## config.mk

```make
export PLATFORM = sky130hd
export DESIGN_NAME = tts_tx_test_spare
export DESIGN_NICKNAME = d
export VERILOG_FILES = /design/src/hw/tts_spare_buf.v /design/src/hw/tts_tx_test_spare.v
export VERILOG_INCLUDE_DIRS = /design/src /design/src/hw
export SDC_FILE = /design/constraint.sdc
export NUM_CORES = 1
export LEC_CHECK = 0
export BUFFER_PORTS_ARGS = -buffer_cell sky130_fd_sc_hd__buf_2
export CORE_MARGIN = 1.5
export CORE_UTILIZATION = 40
export DETAILED_ROUTE_END_ITERATION = 8
export PLACE_DENSITY_LB_ADDON = 0.08
export SLEW_MARGIN = 20
export SYNTH_ARGS = -nofsm -noshare
export SYNTH_HDL_FRONTEND = slang
export SYNTH_SLANG_ARGS = --single-unit
export TNS_END_PERCENT = 5
```

## constraint.sdc

```tcl
create_clock -name clk -period 1 [get_ports clk]
set_input_delay 0.05 -clock clk [delete_from_list [all_inputs] [get_ports clk]]
set_output_delay 0.05 -clock clk [all_outputs]
set_load 0.1 [all_outputs]
```

## src/hw/tts_defs.vh

```
// constants for the transmit test unit and spare link block
`ifndef TTS_DEFS_VH
`define TTS_DEFS_VH
`define TTS_ADDR_W         9
`define TTS_OFF_TU_CTRL    9'h1A0
`define TTS_OFF_SPARE      9'h1A4
`define TTS_TU_CTRL_RST    16'h0000
`define TTS_SPARE_RST      16'h01FF
`define TTS_EN_BIT         7
`define TTS_GRP_HI         6
`define TTS_GRP_LO         4
`define TTS_TRIB_HI        3
`define TTS_TRIB_LO        2
`define TTS_MODE_HI        1
`define TTS_MODE_LO        0
`define TTS_TU_CTRL_MASK   16'h00FF
`define TTS_SPARE_MASK     16'h01FF
`define TTS_GRP_MAX        3'h6
`define TTS_MODE_DS1       2'h0
`define TTS_MODE_DS2_RAW   2'h1
`define TTS_MODE_DS2_PAY   2'h2
`define TTS_MODE_DS3_PAY   2'h3
`define TTS_SPARE_BITS     9
`define TTS_WIN_NS         106000
`define TTS_CLK_NS         8
`define TTS_GROUPS         7
`define TTS_GRP_ONE        7'h01
`define TTS_GRP_NONE       7'h00
`define TTS_RDATA_ZERO     16'h0000
`define TTS_LINK_RST       9'h1FF
`endif

```

## src/hw/tts_spare_buf.v

```verilog
// spare data-link multiframe buffer with per-multiframe refresh request
`timescale 1ns/1ps
`include "tts_defs.vh"
module tts_spare_buf (
	clk,
	rst_n,
	mf_start,
	sw_data,
	sw_wr,
	spare_link_bit,
	refresh_req,
	underrun
);
	input  wire        clk;
	input  wire        rst_n;
	input  wire        mf_start;
	input  wire [8:0]  sw_data;
	input  wire        sw_wr;
	output reg  [8:0]  spare_link_bit;
	output reg         refresh_req;
	output reg         underrun;

	reg fresh_reg;

	// snapshot at multiframe start; stale contents are resent
	always @(posedge clk or negedge rst_n) begin
		if (!rst_n) begin
			spare_link_bit <= `TTS_LINK_RST;
			refresh_req    <= 1'b0;
			underrun       <= 1'b0;
			fresh_reg      <= 1'b1;
		end else begin
			refresh_req <= mf_start;
			if (mf_start) begin
				spare_link_bit <= sw_data;
				underrun       <= ~fresh_reg & ~sw_wr;
				fresh_reg      <= sw_wr; // a boundary write stays fresh for the next one
			end else if (sw_wr) begin
				fresh_reg <= 1'b1;
			end
		end
	end
endmodule // tts_spare_buf

```

## src/hw/tts_tx_test_spare.v

```verilog
// transmit test-unit insertion control and spare data-link register bank
`timescale 1ns/1ps
`include "tts_defs.vh"
// What this block does
// - enable bit inserts test data, else normal
// - group select picks DS2 group 0-6
// - tributary select picks DS1/E1 tributary 0-3
// - mode 00 inserts unframed into DS1/E1
// - mode 01 inserts unframed DS2, bypass stage
// - mode 10 inserts into DS2 payload, framed
// - mode 11 inserts into DS3 payload, framed
// - buffer holds one multiframe of spare bits
// - bit 8 is S7B7, bit 0 is S2B3
// - refresh interrupt once per multiframe when enabled
module tts_tx_test_spare (
	clk,
	rst_n,
	reg_addr,
	reg_wdata,
	reg_wr,
	reg_rd,
	reg_rdata,
	mf_start,
	refresh_int_en,
	test_bit,
	test_ins_ds1,
	test_ins_ds2_raw,
	test_ins_ds2_pay,
	test_ins_ds3_pay,
	m12_bypass,
	test_group_select,
	test_tributary_select,
	test_insertion_mode,
	spare_link_bit,
	refresh_int,
	underrun
);
	input  wire [8:0]  reg_addr;
	input  wire        clk;
	input  wire        rst_n;
	input  wire [15:0] reg_wdata;
	input  wire        reg_wr;
	input  wire        reg_rd;
	output reg  [15:0] reg_rdata;
	input  wire        mf_start;
	input  wire        refresh_int_en;
	input  wire        test_bit;
	output reg  [6:0]  test_ins_ds1;
	output reg  [6:0]  test_ins_ds2_raw;
	output reg  [6:0]  test_ins_ds2_pay;
	output reg         test_ins_ds3_pay;
	output reg         m12_bypass;
	output wire [2:0]  test_group_select;
	output wire [1:0]  test_tributary_select;
	output wire [1:0]  test_insertion_mode;
	output wire [8:0]  spare_link_bit;
	output wire        refresh_int;
	output wire        underrun;

	// the test stream itself is steered by the datapath outside this bank;
	// the bank only decides where it goes, so test_bit is not used here
	// and is kept on the port list for the datapath wiring

	// bank registers and their next values
	reg  [15:0] tu_ctrl_reg;
	reg  [15:0] tu_ctrl_next;
	reg  [15:0] spare_reg;
	reg  [15:0] spare_next;
	reg  [15:0] rdata_next;

	// address and strobe decode
	wire        hit_tu;
	wire        hit_sp;
	wire        wr_tu;
	wire        wr_sp;

	// control field decode
	wire        tu_en;
	wire        mode_ds1;
	wire        mode_ds2_raw;
	wire        mode_ds2_pay;
	wire        mode_ds3_pay;
	wire [6:0]  grp_dec;

	// next values of the insertion steering outputs
	wire [6:0]  ins_ds1_next;
	wire [6:0]  ins_ds2_raw_next;
	wire [6:0]  ins_ds2_pay_next;
	wire        ins_ds3_pay_next;
	wire        bypass_next;

	// refresh request from the spare buffer
	wire        refresh_req;

	// address match; the bank answers only its two offsets
	assign hit_tu = (reg_addr == `TTS_OFF_TU_CTRL);
	assign hit_sp = (reg_addr == `TTS_OFF_SPARE);
	assign wr_tu  = reg_wr & hit_tu;
	assign wr_sp  = reg_wr & hit_sp;

	// control fields straight from the register
	assign tu_en                 = tu_ctrl_reg[`TTS_EN_BIT];
	assign test_group_select     = tu_ctrl_reg[`TTS_GRP_HI:`TTS_GRP_LO];
	assign test_tributary_select = tu_ctrl_reg[`TTS_TRIB_HI:`TTS_TRIB_LO];
	assign test_insertion_mode   = tu_ctrl_reg[`TTS_MODE_HI:`TTS_MODE_LO];

	// the tributary field only means something at the DS1/E1 insertion point,
	// so it is passed on as stored and the downstream mux qualifies it

	// insertion mode decode
	// codes 00 and 01 attach unframed, codes 10 and 11 keep the framing
	assign mode_ds1     = (test_insertion_mode == `TTS_MODE_DS1);
	assign mode_ds2_raw = (test_insertion_mode == `TTS_MODE_DS2_RAW);
	assign mode_ds2_pay = (test_insertion_mode == `TTS_MODE_DS2_PAY);
	assign mode_ds3_pay = (test_insertion_mode == `TTS_MODE_DS3_PAY);

	// refresh interrupt gated by its enable
	// the request pulses for one cycle after each multiframe start
	assign refresh_int = refresh_req & refresh_int_en;

	// register write next values; unused bits stored as zero
	// a write to any other offset changes nothing
	always @* begin
		tu_ctrl_next = tu_ctrl_reg;
		spare_next   = spare_reg;
		if (wr_tu) begin
			tu_ctrl_next = reg_wdata & `TTS_TU_CTRL_MASK;
		end
		if (wr_sp) begin
			spare_next = reg_wdata & `TTS_SPARE_MASK;
		end
	end

	// register state; control clears and the spare word sends all ones
	always @(posedge clk or negedge rst_n) begin
		if (!rst_n) begin
			tu_ctrl_reg <= `TTS_TU_CTRL_RST;
			spare_reg   <= `TTS_SPARE_RST;
		end else begin
			tu_ctrl_reg <= tu_ctrl_next;
			spare_reg   <= spare_next;
		end
	end

	// read data next value; held between reads, unmapped reads give zero
	always @* begin
		rdata_next = reg_rdata;
		if (reg_rd) begin
			if (hit_tu) begin
				rdata_next = tu_ctrl_reg;
			end else if (hit_sp) begin
				rdata_next = spare_reg;
			end else begin
				rdata_next = `TTS_RDATA_ZERO;
			end
		end
	end

	// read data register; a slow host may sample it any time before the next read
	always @(posedge clk or negedge rst_n) begin
		if (!rst_n) begin
			reg_rdata <= `TTS_RDATA_ZERO;
		end else begin
			reg_rdata <= rdata_next;
		end
	end

	// one-hot group decode; group 7 shifts out and selects nothing
	assign grp_dec = `TTS_GRP_ONE << test_group_select;

	// per-group insertion steering; only the three group-based modes use it
	// each bit of the three vectors stands for one DS2 group
	genvar g;
	generate
		for (g = 0; g < `TTS_GROUPS; g = g + 1) begin : grp
			assign ins_ds1_next[g]     = tu_en & grp_dec[g] & mode_ds1;
			assign ins_ds2_raw_next[g] = tu_en & grp_dec[g] & mode_ds2_raw;
			assign ins_ds2_pay_next[g] = tu_en & grp_dec[g] & mode_ds2_pay;
		end
	endgenerate

	// DS3 payload insertion ignores the group; raw DS2 bypasses the DS1 stage
	assign ins_ds3_pay_next = tu_en & mode_ds3_pay;
	assign bypass_next      = tu_en & mode_ds2_raw;

	// insertion outputs are registered so the datapath sees clean levels
	// that change one cycle after the control register does
	always @(posedge clk or negedge rst_n) begin
		if (!rst_n) begin
			test_ins_ds1     <= `TTS_GRP_NONE;
			test_ins_ds2_raw <= `TTS_GRP_NONE;
			test_ins_ds2_pay <= `TTS_GRP_NONE;
			test_ins_ds3_pay <= 1'b0;
			m12_bypass       <= 1'b0;
		end else begin
			test_ins_ds1     <= ins_ds1_next;
			test_ins_ds2_raw <= ins_ds2_raw_next;
			test_ins_ds2_pay <= ins_ds2_pay_next;
			test_ins_ds3_pay <= ins_ds3_pay_next;
			m12_bypass       <= bypass_next;
		end
	end

	// spare link buffer, bit order S2B3 up to S7B7; a write in the same cycle
	// as a multiframe start is kept for the following multiframe
	// bits 15:9 of the register never reach the line
	tts_spare_buf u_spare (
		.clk            (clk),
		.rst_n          (rst_n),
		.mf_start       (mf_start),
		.sw_data        (spare_reg[8:0]),
		.sw_wr          (wr_sp),
		.spare_link_bit (spare_link_bit),
		.refresh_req    (refresh_req),
		.underrun       (underrun)
	);
endmodule // tts_tx_test_spare

```

==> impl_metrics.ini <==
[run_status]
outcome = complete, but fails checks
violations = negative setup slack

[drt]
route.detailed.drc = 0
postRouteAntennaNets = 0
first_pass_iters = 4
wl_per_cell_microns = 14.0
wl_mm = 5.20
drtIter0Drc = 42
vias_per_cell = 4.58
num_vias = 1695

[synthesis]
syn_inst = 192
yosys_warnings = 0
synth_cell_types = 24
ys_ff_latch = 61
syn_avg_cell_area_sq_um = 12.8
synth_largest_area_cell = dfrtp_1
ys_seq_area_frac = 0.631
synth_top_area_share = 0.428
syn-cell-area_sq_um = 2450
netlist_top_cells_area = dfrtp_1 43%, dfstp_2 20%, mux2_2 16%, buf_4 4.6%, nor2_1 3.5%

[critical_path]
cp_cell_sequence = buf_12
worstSetupStartpointType = flop
critPathRequiredTime_ps = 950
worstRegToRegCells = 4
critPathCaptureType = primary output
cp_max_fo = 2
cp_slowest_cell = dfstp_2
cp.arrival_ps = 1080
critical_path.max_stage_delay_ps = 570
critical_path_cell_count = 1
critPathBufInv = 1
cpLargestDelayFamily = flip-flops
worstSetupPathType = flop to primary output

[cells_and_area]
area_delta_synth_final_pct = 66.5
final_nets = 322
drive_above_1_share = 0.607
instances_no_fill = 370
antennaDiodeCount = 0

[cts]
max-clock-path-buffers = 2
cts_made_buffers = 9
cts_tree = built
clk_latency_ps = 330
cts-htree-levels = 3
clock-sinks = 61
clkSlewWorstSetupHoldPaths_ps = 70
root_buffer = clkbuf_8

[placement]
place_hpwl_mm = 3.67
io_buffers = 73
place.gp.congestion = 0.723
dp.cells = 340

[floorplan]
core_sq_um = 5920
initial_core_util = 0.415
dieWidth_microns = 81.3
ios = 89
rows = 28
die_h_microns = 81.3
die_area_sq_um = 6620

[global_routing]
grtUsageMet3 = 0.0449
grt_pass1_wl_mm = 8.25
grt_pass1_vias = 1691
grtUsageMet1 = 0.233
antenna_found_initial = 0
grt_start_max_net_pins = 62
gr-usage-all-layers = 0.171
grt.busiest_layer = met2
grt-ovfl-total = 0
met2_usage = 0.251

[pwr]
leakagePower_nw = 1.86
max-vdd-ir-drop_mv = 0.955
p_total_mw = 5.10
p_per_area_nw_per_um2 = 1250

[sta]
clock_skew_ps = 6.55
finalCriticalPeriod_ps = 1130
max_freq_ghz = 0.885
final_max_slew_viol_count = 0
hold_viol = 0
setup_slack_ps = -130
rsz0062_at_grt = yes
finalSetupViolCount = 29
fin_crit_sh = 1.13

[job]
drv_cap = 0

[min_path]
hp-class = input pin to flop
hold-path-cell-count = 3
==> metrics by stage <==
step / TNS, ps / hold slack, ps / util / instance area (sq um) / setup WS (ps)
4_1_cts: -2460 / 98.6 / 0.681 / 4030 / -142
5_1_grt: -3820 / 160 / 0.690 / 4090 / -162
6_report: -2200 / 137 / 0.690 / 4090 / -130
2_1_floorplan: -3830 / -246 / - / 2480 / -218
3_3_place_gp: -3540 / 79.9 / 0.623 / 3690 / -216
3_5_place_dp: -3800 / 80.7 / 0.623 / 3690 / -226
==> cells in the mapped netlist <==
cell type / n
buf_1: 1
and3_1: 1
dfstp_2: 19
a31o_2: 1
dfrtp_1: 42
nor2_1: 23
conb_1: 1
nand2_1: 12
buf_4: 15
nand3_1: 5
or2_2: 1
o21ai_0: 1
and2_1: 1
mux2_2: 34
nor4b_4: 1
nand4_1: 1
o22ai_1: 9
nor2b_1: 4
inv_1: 11
and4bb_2: 1
nand2b_1: 2
nand4b_2: 1
buf_2: 1
clkbuf_1: 4
==> per-layer routing <==
metal  vias to the layer above  routed length [microns]  part of all wire
met2                        47                     2570              0.49
met5                         -                        0                 0
met3                         8                      207             0.040
li1                        812                        -                 -
met1                       828                     2340              0.45
met4                         0                       75             0.014
==> path summary, 6_finish.rpt <==
check                                          startpoint                 to  slack, ps
worst min register to register          u_spare.fresh_reg  u_spare.fresh_reg        490
min in group asynchronous                           rst_n       reg_rdata[5]        260
max in group asynchronous                           rst_n       spare_reg[2]        440
worst max register to register             tu_ctrl_reg[0]       reg_rdata[0]       -100
worst min-delay path                               reg_rd       reg_rdata[7]        140
worst max-delay path            u_spare.spare_link_bit[0]  spare_link_bit[0]       -130
==> where the power goes <==
group | internal [mW] | switching, mW | total (mW)
sequential | 2.53 | 0.0333 | 2.56
clock | 0.962 | 0.856 | 1.82
combinational | 0.259 | 0.468 | 0.728
total | 3.75 | 1.36 | 5.10
==> final cells by class <==
cell class | instances | area, sq um
Tap cell | 75 | 93.8
Clock inverter | 2 | 10.0
Clock buffer | 14 | 153
Sequential cell | 61 | 1550
Multi-Input combinational cell | 105 | 817
Fill cell | 433 | 1830
Timing Repair Buffer | 102 | 1420
Inverter | 11 | 41.3
==> worst min-delay path: cells and delay by family <==
family	cells	cell delay (ps)
buffers and inverters	1	220
and+or+nand+nor	1	100
AOI/OAI and AO/OA	1	50
==> logic make-up (layout without fill, tap and decap cells) <==
logic type	after synthesis	after routing	synth area share
AO/OA/AOI/OAI	11	11	0.0285
buffers and inverters	32	129	0.0724
flip-flops	61	61	0.631
multiplexers	34	34	0.156
other	1	7	0.00153
AND/OR/NAND/NOR	53	53	0.110
==> timing repair <==
action | 4_1_cts | 5_1_grt
pin swaps | 3 | 1
gates resized for setup | 15 | 13
hold endpoints to repair | 79 | 0
hold buffers | 11 | 0
setup endpoints to repair | 38 | 60
buffers inserted | 3 | 0
==> cells in the final DEF (no fill, tap or decap), types with 2 or more instances in the layout <==
cell type      netlist  layout
buf_12               0      52
buf_2                1      22
buf_4               15       8
buf_6                0       8
clkbuf_1             4       4
clkbuf_8             0      10
clkinv_2             0       2
conb_1               1       7
dfrtp_1             42      39
dfrtp_2              0       3
dfstp_2             19      19
dlygate4sd3_1        0      11
inv_1               11      11
mux2_2              34      33
nand2_1             12       8
nand2_2              0       4
nand3_1              5       3
nand3_2              0       2
nor2_1              23      22
nor2b_4              0       2
o22ai_1              9       6
o22ai_2              0       3
(Power assumes the default switching activity.)
